File: src/vwr_pkg.sv
// Shared constants and types for the voltage window reset logic
package vwr_pkg;

	localparam int NCH = 4;
	localparam int NRST = 4;
	localparam int CNT_W = 24;
	localparam int THR_W = 12;

	// Clock rate and power-up hold time
	localparam int CLK_HZ = 40000000;
	localparam int PWRUP_HOLD_US = 1000;
	localparam int PWRUP_HOLD_CYC = (PWRUP_HOLD_US * (CLK_HZ / 1000000) < 1)
		? 1 : PWRUP_HOLD_US * (CLK_HZ / 1000000);

	// Output mode per channel
	typedef enum logic [1:0]
	{
		VWR_MODE_OVER   = 2'h0,
		VWR_MODE_UNDER  = 2'h1,
		VWR_MODE_WINDOW = 2'h2,
		VWR_MODE_OFF    = 2'h3
	} vwr_mode_t;

	// Start-up sequence
	typedef enum logic [1:0]
	{
		VWR_ST_CHECK  = 2'h0,
		VWR_ST_HOLD   = 2'h1,
		VWR_ST_ACTIVE = 2'h2,
		VWR_ST_ERROR  = 2'h3
	} vwr_state_t;

	// Register map
	localparam logic [3:0] ADDR_STATUS = 4'h0;
	localparam logic [3:0] ADDR_MASK   = 4'h1;
	localparam logic [3:0] ADDR_FLAGS  = 4'h2;
	localparam logic [3:0] ADDR_STATE  = 4'h3;
	localparam logic [7:0] MASK_RESET  = 8'h00;

	// Status bit fields: under events low nibble, over events high nibble
	localparam int ST_UNDER_LSB = 0;
	localparam int ST_OVER_LSB  = 4;

endpackage : vwr_pkg

File: src/vwr_filter.sv
// Persistence filter: output rises once input held longer than a delay
`timescale 1ns/10ps
`default_nettype none
module vwr_filter
	import vwr_pkg::*;
(
	// Clock and reset
	input  wire logic             clk,
	input  wire logic             rst,
	// Condition and delay
	input  wire logic             cond,
	input  wire logic [CNT_W-1:0] delay,
	// Filtered flag
	output var  logic             flag
);

	typedef struct packed
	{
		logic [CNT_W-1:0] cnt;
		logic             flag;
	} vwr_filt_t;

	vwr_filt_t s_q;
	vwr_filt_t s_d;

	always_comb
	begin
		s_d = s_q;
		if (!cond)
		begin
			s_d.cnt = '0;
			s_d.flag = 1'b0;
		end
		else if (s_q.cnt > delay)
			s_d.flag = 1'b1;
		else
			s_d.cnt = s_q.cnt + 1'b1;
	end

	always_ff @(posedge clk or posedge rst)
	begin
		if (rst)
			s_q <= '0;
		else
			s_q <= s_d;
	end

	assign flag = s_q.flag;

endmodule : vwr_filter
`default_nettype wire

File: src/vwr_hold.sv
// Reset stretcher: holds a fault for a delay after the cause clears
`timescale 1ns/10ps
`default_nettype none
module vwr_hold
	import vwr_pkg::*;
(
	// Clock and reset
	input  wire logic             clk,
	input  wire logic             rst,
	// Fault and delay
	input  wire logic             fault,
	input  wire logic [CNT_W-1:0] delay,
	// Held fault
	output var  logic             held
);

	typedef struct packed
	{
		logic [CNT_W-1:0] cnt;
		logic             held;
	} vwr_hold_t;

	vwr_hold_t s_q;
	vwr_hold_t s_d;

	always_comb
	begin
		s_d = s_q;
		if (fault)
		begin
			// Restart on every fault cycle so the hold counts from return
			s_d.cnt = '0;
			s_d.held = 1'b1;
		end
		else if (s_q.held)
		begin
			if (s_q.cnt + 1'b1 >= delay)
				s_d.held = 1'b0;
			else
				s_d.cnt = s_q.cnt + 1'b1;
		end
	end

	always_ff @(posedge clk or posedge rst)
	begin
		if (rst)
			s_q <= '0;
		else
			s_q <= s_d;
	end

	assign held = s_q.held;

endmodule : vwr_hold
`default_nettype wire

File: src/vwr_top.sv
// Decision logic of a four-channel voltage window supervisor
`timescale 1ns/10ps
`default_nettype none

// How it works
// - Under flag rises when below-threshold persists longer than the detect delay.
// - Over flag rises when above-threshold persists longer than the detect delay.
// - Per-channel outputs follow own channel as over, under or window.
// - Combined mode drives OR of all over flags and OR of under flags.
// - Channels keep being evaluated while any reset is asserted.
// - A fault reset is held at least the release hold delay.
// - All resets held for power-up time, released only once supply is good.
// - Hold delay restarts when the sense input returns inside the window.
// - Checksum checked before loading settings; mismatch blocks reset release.
// - Reset outputs are active low open-drain, driven low when asserted.
module vwr_top
	import vwr_pkg::*;
(
	// Clock and reset
	input  wire logic                  CLK_SYS,
	input  wire logic                  SYS_RST,
	// Comparator results, sampled on CLK_SYS
	input  wire logic [NCH-1:0]        SENSE_BELOW_UNDER,
	input  wire logic [NCH-1:0]        SENSE_ABOVE_OVER,
	// Static configuration
	input  wire logic [NCH*THR_W-1:0]  UNDER_THRESHOLD_SETTING,
	input  wire logic [NCH*THR_W-1:0]  OVER_THRESHOLD_SETTING,
	input  wire logic [NCH*2-1:0]      CHAN_MODE,
	input  wire logic                  COMBINED_MODE,
	input  wire logic [CNT_W-1:0]      DETECT_FILTER_DELAY,
	input  wire logic [CNT_W-1:0]      RELEASE_HOLD_DELAY,
	input  wire logic                  CHECKSUM_OK,
	input  wire logic                  CHECKSUM_DONE,
	input  wire logic                  SUPPLY_OK,
	// Register port
	input  wire logic [3:0]            REG_ADDR,
	input  wire logic [7:0]            REG_WDATA,
	input  wire logic                  REG_WR,
	input  wire logic                  REG_RD,
	output var  logic [7:0]            REG_RDATA,
	// Interrupt
	output var  logic                  IRQ,
	// Reset pins, open-drain: enable low drives low
	output var  logic [NRST-1:0]       CHANNEL_FAULT_OUTPUT_O,
	output var  logic [NRST-1:0]       CHANNEL_FAULT_OUTPUT_OE_N,
	// Visible flags
	output var  logic [NCH-1:0]        CHAN_UNDER_FLAG,
	output var  logic [NCH-1:0]        CHAN_OVER_FLAG,
	output var  logic [NCH*THR_W-1:0]  THRESHOLD_LOAD_UNDER,
	output var  logic [NCH*THR_W-1:0]  THRESHOLD_LOAD_OVER
);

	typedef struct packed
	{
		vwr_state_t           state;
		logic [CNT_W-1:0]     pwr_cnt;
		logic [NCH-1:0]       under_in;
		logic [NCH-1:0]       over_in;
		logic [7:0]           status;
		logic [7:0]           mask;
		logic [NCH-1:0]       under_prev;
		logic [NCH-1:0]       over_prev;
		logic [7:0]           rdata;
		logic                 irq;
		logic [NRST-1:0]      oe_n;
		logic [NCH-1:0]       uflag;
		logic [NCH-1:0]       oflag;
		logic [NCH*THR_W-1:0] thr_u;
		logic [NCH*THR_W-1:0] thr_o;
	} vwr_top_t;

	vwr_top_t s_q;
	vwr_top_t s_d;

	logic [NCH-1:0]  under_flag;
	logic [NCH-1:0]  over_flag;
	logic [NRST-1:0] fault_raw;
	logic [NRST-1:0] fault_held;
	logic [NRST-1:0] out_fault;
	logic [7:0]      events;

	// Per-channel filters and per-output hold timers
	genvar g;
	generate
		for (g = 0; g < NCH; g++)
		begin : g_chan
			vwr_filter u_under
			(
				.clk   (CLK_SYS),
				.rst   (SYS_RST),
				.cond  (s_q.under_in[g]),
				.delay (DETECT_FILTER_DELAY),
				.flag  (under_flag[g])
			);
			vwr_filter u_over
			(
				.clk   (CLK_SYS),
				.rst   (SYS_RST),
				.cond  (s_q.over_in[g]),
				.delay (DETECT_FILTER_DELAY),
				.flag  (over_flag[g])
			);
			vwr_hold u_hold
			(
				.clk   (CLK_SYS),
				.rst   (SYS_RST),
				.fault (fault_raw[g]),
				.delay (RELEASE_HOLD_DELAY),
				.held  (fault_held[g])
			);
		end
	endgenerate

	// Output mapping
	always_comb
	begin
		fault_raw = '0;
		if (COMBINED_MODE)
		begin
			fault_raw[0] = |over_flag;
			fault_raw[1] = |under_flag;
		end
		else
		begin
			for (int i = 0; i < NRST; i++)
			begin
				case (vwr_mode_t'(CHAN_MODE[2*i +: 2]))
					VWR_MODE_OVER:   fault_raw[i] = over_flag[i];
					VWR_MODE_UNDER:  fault_raw[i] = under_flag[i];
					VWR_MODE_WINDOW: fault_raw[i] = over_flag[i] | under_flag[i];
					default:         fault_raw[i] = 1'b0;
				endcase
			end
		end
		// Hold restarts on every fault cycle, so release counts from return
		out_fault = fault_raw | fault_held;
	end

	assign events = {over_flag & ~s_q.over_prev,
		under_flag & ~s_q.under_prev};

	always_comb
	begin
		s_d = s_q;
		// Comparators registered once; filtering never stops in any state
		s_d.under_in = SENSE_BELOW_UNDER;
		s_d.over_in = SENSE_ABOVE_OVER;
		s_d.under_prev = under_flag;
		s_d.over_prev = over_flag;
		s_d.uflag = under_flag;
		s_d.oflag = over_flag;
		s_d.rdata = 8'h00;

		case (s_q.state)
			VWR_ST_CHECK:
			begin
				s_d.oe_n = '0;
				if (CHECKSUM_DONE)
				begin
					if (CHECKSUM_OK)
					begin
						// Thresholds latched only after integrity passes
						s_d.thr_u = UNDER_THRESHOLD_SETTING;
						s_d.thr_o = OVER_THRESHOLD_SETTING;
						s_d.state = VWR_ST_HOLD;
					end
					else
						s_d.state = VWR_ST_ERROR;
				end
			end
			VWR_ST_HOLD:
			begin
				s_d.oe_n = '0;
				if (s_q.pwr_cnt < CNT_W'(PWRUP_HOLD_CYC - 1))
					s_d.pwr_cnt = s_q.pwr_cnt + 1'b1;
				else if (SUPPLY_OK)
					s_d.state = VWR_ST_ACTIVE;
			end
			VWR_ST_ACTIVE:
			begin
				// Asserted reset means drive low: enable low
				s_d.oe_n = ~out_fault;
				if (!SUPPLY_OK)
				begin
					s_d.pwr_cnt = '0;
					s_d.state = VWR_ST_HOLD;
				end
			end
			default:
				// Stuck here until reset: a bad checksum never releases
				s_d.oe_n = '0;
		endcase

		// Reads of ADDR_STATUS clear status; new events win over the clear
		if (REG_RD)
		begin
			if (REG_ADDR == ADDR_STATUS)
			begin
				s_d.rdata = s_q.status;
				s_d.status = 8'h00;
			end
			else if (REG_ADDR == ADDR_MASK)
				s_d.rdata = s_q.mask;
			else if (REG_ADDR == ADDR_FLAGS)
				s_d.rdata = {over_flag, under_flag};
			else if (REG_ADDR == ADDR_STATE)
				s_d.rdata = {6'h00, s_q.state};
			else
				s_d.rdata = 8'h00;
		end
		if (REG_WR && REG_ADDR == ADDR_MASK)
			s_d.mask = REG_WDATA;
		s_d.status = s_d.status | events;
		s_d.irq = |(s_d.status & s_d.mask);
	end

	always_ff @(posedge CLK_SYS or posedge SYS_RST)
	begin
		if (SYS_RST)
		begin
			s_q <= '0;
			s_q.state <= VWR_ST_CHECK;
			s_q.mask <= MASK_RESET;
		end
		else
			s_q <= s_d;
	end

	assign REG_RDATA = s_q.rdata;
	assign IRQ = s_q.irq;
	assign CHANNEL_FAULT_OUTPUT_O = '0;
	assign CHANNEL_FAULT_OUTPUT_OE_N = s_q.oe_n;
	assign CHAN_UNDER_FLAG = s_q.uflag;
	assign CHAN_OVER_FLAG = s_q.oflag;
	assign THRESHOLD_LOAD_UNDER = s_q.thr_u;
	assign THRESHOLD_LOAD_OVER = s_q.thr_o;

endmodule : vwr_top
`default_nettype wire

File: config.mk
export PLATFORM = sky130hd
export DESIGN_NAME = vwr_top
export DESIGN_NICKNAME = d
export VERILOG_FILES = /design/src/vwr_pkg.sv /design/src/vwr_filter.sv /design/src/vwr_hold.sv /design/src/vwr_top.sv
export SDC_FILE = /design/constraint.sdc
export NUM_CORES = 2
export LEC_CHECK = 0
export BUFFER_PORTS_ARGS = -buffer_cell sky130_fd_sc_hd__clkbuf_2
export CAP_MARGIN = 20
export CORE_ASPECT_RATIO = 0.9
export CORE_UTILIZATION = 55
export CTS_CLUSTER_SIZE = 28
export DETAILED_ROUTE_END_ITERATION = 7
export PLACE_DENSITY = 0.78
export SLEW_MARGIN = 25
export SYNTH_ARGS = -nofsm -noshare
export SYNTH_HDL_FRONTEND = slang
export SYNTH_SLANG_ARGS = --single-unit
File: constraint.sdc
create_clock -name CLK_SYS -period 16 [get_ports CLK_SYS]
set_clock_uncertainty 0.1 [all_clocks]
set_input_delay 4 -clock CLK_SYS [delete_from_list [all_inputs] [get_ports CLK_SYS]]
set_output_delay 4 -clock CLK_SYS [all_outputs]
set_load 0.02 [all_outputs]
Word-level counts from Yosys, hierarchy flattened
Cells that the tools add are included.
Cells by class
  mux-type cells: 63
  equality and inequality tests: 38
  $lt $le $gt $ge: 13
  bitwise gates (word level): 12
  reductions and logical operators: 23
  $add $sub $neg: 13
Operators by type and width (count)
  25-bit two-way mux: 16
  24-bit by 1-bit adder with 24-bit output (second input constant): 13
  24-bit two-way mux: 13
  24-bit > comparator: 8
  24-bit >= comparator: 4
  8-bit two-way mux: 7
  24-bit one-hot mux with 2 select lines: 1
  2-bit != test (second input constant): 17
  26-bit two-way mux: 1
  24-bit by 16-bit < comparator with 1-bit output (second input constant): 1
  2-bit by 1-bit != test with 1-bit output (second input constant): 8
  2-bit two-way mux: 7
  1-bit two-way mux: 12
  4-bit NOT: 3
  1-bit one-hot mux with 3 select lines: 4
  2-bit by 1-bit equality test with 1-bit output (second input constant): 5
  2-bit equality test (second input constant): 5
  2-bit zero test: 5
  2-bit nonzero test: 5
  4-bit bitwise AND: 2
  8-bit bitwise AND: 1
  4-bit by 2-bit equality test with 1-bit output (second input constant): 2
  8-bit bitwise OR: 1
  2-bit AND reduction: 4
  other kinds (12): 17
Word-level totals
  bits in registers: 467
  output and inout bits: 121
  word-level logic and storage cells: 199
  input bits: 180

Depth between registers and ports, before layout
  depth in word-level cells: 6
  depth in mapped cells: 19
  gate-level depth less buffers: 17

Cells and area by module
Synthesis repeated with hierarchy kept, for this count alone.
Second synthesis, totals
  cell total of the unflattened synthesis: 3485
  area total of the unflattened synthesis: 32024.5 sq um
Modules (own cells, without submodules)
  vwr_filter: area an instance 1906.8 sq um, cells each 227, instances 8, seq. area each 625.6 sq um
  vwr_top: area an instance 7782.5 sq um, cells each 640, instances 1, seq. area each 4179.0 sq um
  vwr_hold at g_chan[1].u_hold ...: area an instance 2265.9 sq um, cells each 260, instances 3, seq. area each 625.6 sq um
  vwr_hold at g_chan[0].u_hold: area an instance 2189.6 sq um, cells each 249, instances 1, seq. area each 625.6 sq um

Worst setup path before layout
No wires, ideal clock.
  path kind: input-to-reg
  from: input DETECT_FILTER_DELAY[23]
  to: register g_chan[0].u_over.s_q[14] (netlist name)
  cell stages on the path: 10
  path buffers: 1
  required time: 15.777 ns
  library setup time: 0.123 ns
  data arrival time: 6.392 ns
  path slack: 9.385 ns
  path through: inv_1 -> ha_1 -> nand4_1 -> or4_1 -> nor2_1 -> nand2_1 -> buf_2 -> and2_1 -> or4b_2 -> mux2i_1
On the way
  longest elaborated chain between the ends: 2
RTL lines
  from (decl): line vwr_top.sv:30  | input wire logic [CNT_W-1:0] DETECT_FILTER_DELAY,
  24-bit > comparator: line vwr_filter.sv:34  | else if (s_q.cnt > delay)
  2-bit != test (no source line)
  to (signal assigned): line vwr_filter.sv:43  | s_q <= '0;
  to (signal assigned): line vwr_filter.sv:45  | s_q <= s_d;
  to (decl): line vwr_filter.sv:23  | vwr_filt_t s_q;
Every way passes these cells.
A chain may end at the register's enable or synchronous reset.

Worst setup path after layout
  from: input DETECT_FILTER_DELAY[5]
  to: register g_chan[0].u_over.s_q[14] (netlist name)
The elaborated chain is that of the path after synthesis.

==> reports/metrics.yaml <==
floorplan:
  die_area_mm2: 0.0556
  start_util_pct: 56.3
  coreArea_mm2: 0.0535
  dieWidth_um: 248
  ios: 301
  fp.dieH_um: 224
  rows: 80
timing:
  worst_pin_slew_ps: 1000
  rsz0062_at_grt: "no"
  fin_crit_sh_pct: 42.1
  min_period_ps: 6740
  fmax_mhz: 148
  setup_viol: 0
  setup_ws_ps: 9260
  relSlewSlack_pct: 33.0
  setup_tns_ps: 0
  drv_slew: 0
  finalHoldViolCount: 0
layout:
  final_cells: 4011
  final_cell_mix: "467 x dfrtp_1, 306 x ha_1, 296 x clkbuf_2"
  nNetsFinal: 3759
  fin_util_pct: 62.4
  final_common_cell: "dfrtp_1"
  drive_above_1_share_pct: 16.5
  final_cell_area_mm2: 0.0333
  area_growth_pct: 10.9
  nFillCells: 4345
  num_antenna_cells: 0
clock_tree:
  cts_sinks: 467
  cts_resized: 0
  cts_buffer_depth: 3
  cts_max_level: 2
  root_buffer: "clkbuf_16"
  clk_latency_ps: 630
  cts_hold_buf: 0
  clk_pin_slew_ps: 60
  cts_setup_buffers: 0
  cts_buffers: 52
  cts_tree: "yes"
detailed_routing:
  via_per_inst: 5.87
  drt-pass1-iter-count: 7
  antenna_left: 0
  vias: 23562
  drt_iter0_markers: 1628
  wire_per_inst_um: 19.0
  routed_wl_um: 76200
  post-route-drc-count: 0
power:
  clkPwrFrac_pct: 34.8
  power.leakage_uw: 0.0163
  internal_power_uw: 2590
  p_switching_uw: 1260
  powerDensity_mw_per_mm2: 116
  power_frac_comb_pct: 25.3
  seqPwrFrac_pct: 39.9
  netSwitchingFraction_pct: 32.8
  peakVddDrop_mv: 0.0741
yosys:
  synth-main-ff-cell: "dfrtp_1"
  yosysWarnings: 0
  synth_edf_count: 0
  yosys.area.top_type: "dfrtp_1"
  synth.top_cell.area_share_pct: 38.9
  synthDistinctLibCells: 77
  yosysSeqAreaShare_pct: 38.9
  synth_area_mm2: 0.0301
  synth_area_per_cell_um2: 9.65
  synth_area_leaders: "dfrtp_1 39%, ha_1 13%, xnor2_1 4.9%"
  synth-async-reset-ratio_pct: 100
  synth-seq-cells: 467
  synthCells: 3115
global_routing:
  overflow: 0
  first_global_vias: 22508
  grt_max_degree: 75
  antenna_found_initial: 1
  grt_first_pass_wirelength_um: 122000
  track_usage_pct: 27.2
flow_run:
  max-cap-violations: 0
place:
  dpl.cell_count: 3916
  portBuffers: 296
  gp_congestion: 0.882
  pre_cts_slack_ps: 8530
  hpwl_um: 54300
  postPlaceCellArea_mm2: 0.0314
setup_path:
  worstRegToRegCells: 15
  start_kind: "primary input"
  critPathTopFamily: "simple AND/OR/NAND/NOR gates"
  arrival_ps: 7150
  critPathMaxFanout: 11
  cp_cell_sequence: "clkbuf_2, inv_1, ha_1, a21o_1, a21oi_1, nor2b_1, o31ai_1, o211ai_1, and2_1, or4b_2, mux2i_1"
  r2r_end: "g_chan[1].u_hold.s_q[3]"
  setup.worst_path.class: "primary input to flip-flop"
  reg2reg_slack_ps: 11120
  critical-path-slowest-cell: "or4b_2"
  critPathRequiredTime_ps: 16410
  slowest_delay_ps: 720
  crit_path_end_kind: "flip-flop"
  reg2reg_from: "g_chan[1].u_hold.s_q[1]"
  crit_buf_inv: 2
min_path:
  hold_start: "g_chan[2].u_over.flag"
  holdPathStages: 0
  hold_class: "flip-flop to flip-flop"
  min_to: "CHAN_OVER_FLAG[2]"
run_status:
  outcome: "finished, final reports clean"
==> Yosys cell counts, types with 5 or more instances <==
cell       number
dfrtp_1       467
ha_1          306
nand2_1       218
nor2_1        181
xnor2_1       168
nand3_1       150
a21oi_1       148
buf_4         120
inv_1         119
nand4_1       110
o21ai_0       110
mux2_2        105
and2_1        104
xor2_1         95
clkbuf_1       80
a21o_1         71
and3_1         68
nor3_1         65
nand2b_1       37
or3_1          35
mux2i_1        31
a211oi_1       27
nor4_1         27
nor2b_1        26
and4_1         20
o21a_1         20
o211ai_1       19
o31ai_1        17
or4_1          14
a2111oi_0      10
a21boi_0       10
buf_1          10
nand3b_1        9
nor4b_1         9
or2_2           9
a22o_1          8
a22oi_1         8
nor3b_1         7
a31o_2          5
a31oi_1         5
==> state kept, by name, summed over array words and instances (netlist names) <==
register / cells
THRESHOLD_LOAD_UNDER: 48
g_chan.u_under.s_q: 96
THRESHOLD_LOAD_OVER: 48
g_chan.u_hold.held: 4
CHAN_UNDER_FLAG: 4
CHAN_OVER_FLAG: 4
g_chan.u_under.flag: 4
s_q: 50
g_chan.u_over.flag: 4
CHANNEL_FAULT_OUTPUT_OE_N: 4
REG_RDATA: 8
g_chan.u_hold.s_q: 96
g_chan.u_over.s_q: 96
IRQ: 1
==> worst max path at each step <==
stage	from	to	slack, ps	depth (start not counted)
final	DETECT_FILTER_DELAY[5]	g_chan[0].u_over.s_q[14]	9260	11
after global routing	SYS_RST	THRESHOLD_LOAD_UNDER[1]	8750	6
after CTS	SYS_RST	THRESHOLD_LOAD_UNDER[46]	9190	6
after detailed placement	SYS_RST	THRESHOLD_LOAD_UNDER[9]	8530	6
after global placement	SYS_RST	THRESHOLD_LOAD_UNDER[4]	8540	6
after floorplan	SYS_RST	CHANNEL_FAULT_OUTPUT_OE_N[0]	5580	1
==> worst register-to-register path: cells and delay by family, from the launching register on <==
kind / cells / cell delay (ps)
AOI/OAI and AO/OA: 3 / 600
DFF: 1 / 410
adders and majority gates: 2 / 530
and+or+nand+nor: 9 / 2920
xor gates and xnor gates: 1 / 200
==> through the flow <==
step | hold slack, ps | power (uW)
after global placement | 327 | 2490
after detailed placement | 325 | 2530
final | 336 | 3860
after CTS | 339 | 3890
after floorplan | 295 | 2370
after global routing | 374 | 4040
==> per-layer routing <==
layer / GRT usage [%] / vias up / wire length (um)
met5: 0 / - / 0
met4: 8.25 / 0 / 2180
met3: 3.87 / 150 / 4670
met2: 45.1 / 741 / 35900
met1: 36.9 / 11359 / 33400
li1: - / 11312 / -
==> power by group through the flow <==
stage	Combinational, uW	Sequential, uW	Clock (uW)
2_1_floorplan	863	1510	0
3_3_place_gp	944	1540	0
3_5_place_dp	974	1550	0
4_1_cts	982	1540	1370
5_1_grt	1070	1560	1410
6_report	976	1540	1340
==> cell type report <==
cell class              instances  area [um2]  area share (%)
inverters                     120         454            1.36
repair buffers                314        1630            4.89
well taps                     697         872            2.62
multi-input cells            2318       16800            50.3
flip-flops and latches        467       11700            35.0
clock buffers                  68        1480            4.44
clock inverters                27         453            1.36
==> cells by family (layout without fill, tap and decap cells) <==
logic type	count (synthesis)	after routing	synth area share (%)
mux	136	136	4.96
compound gates	502	502	10.7
other cells	1	4	0.0125
simple gates	1107	1107	19.4
fa+ha+maj	306	306	12.7
buf+inv	333	529	5.67
flops	467	467	38.9
xor+xnor	263	263	7.66
No activity file was read; power rests on OpenSTA's default activity.
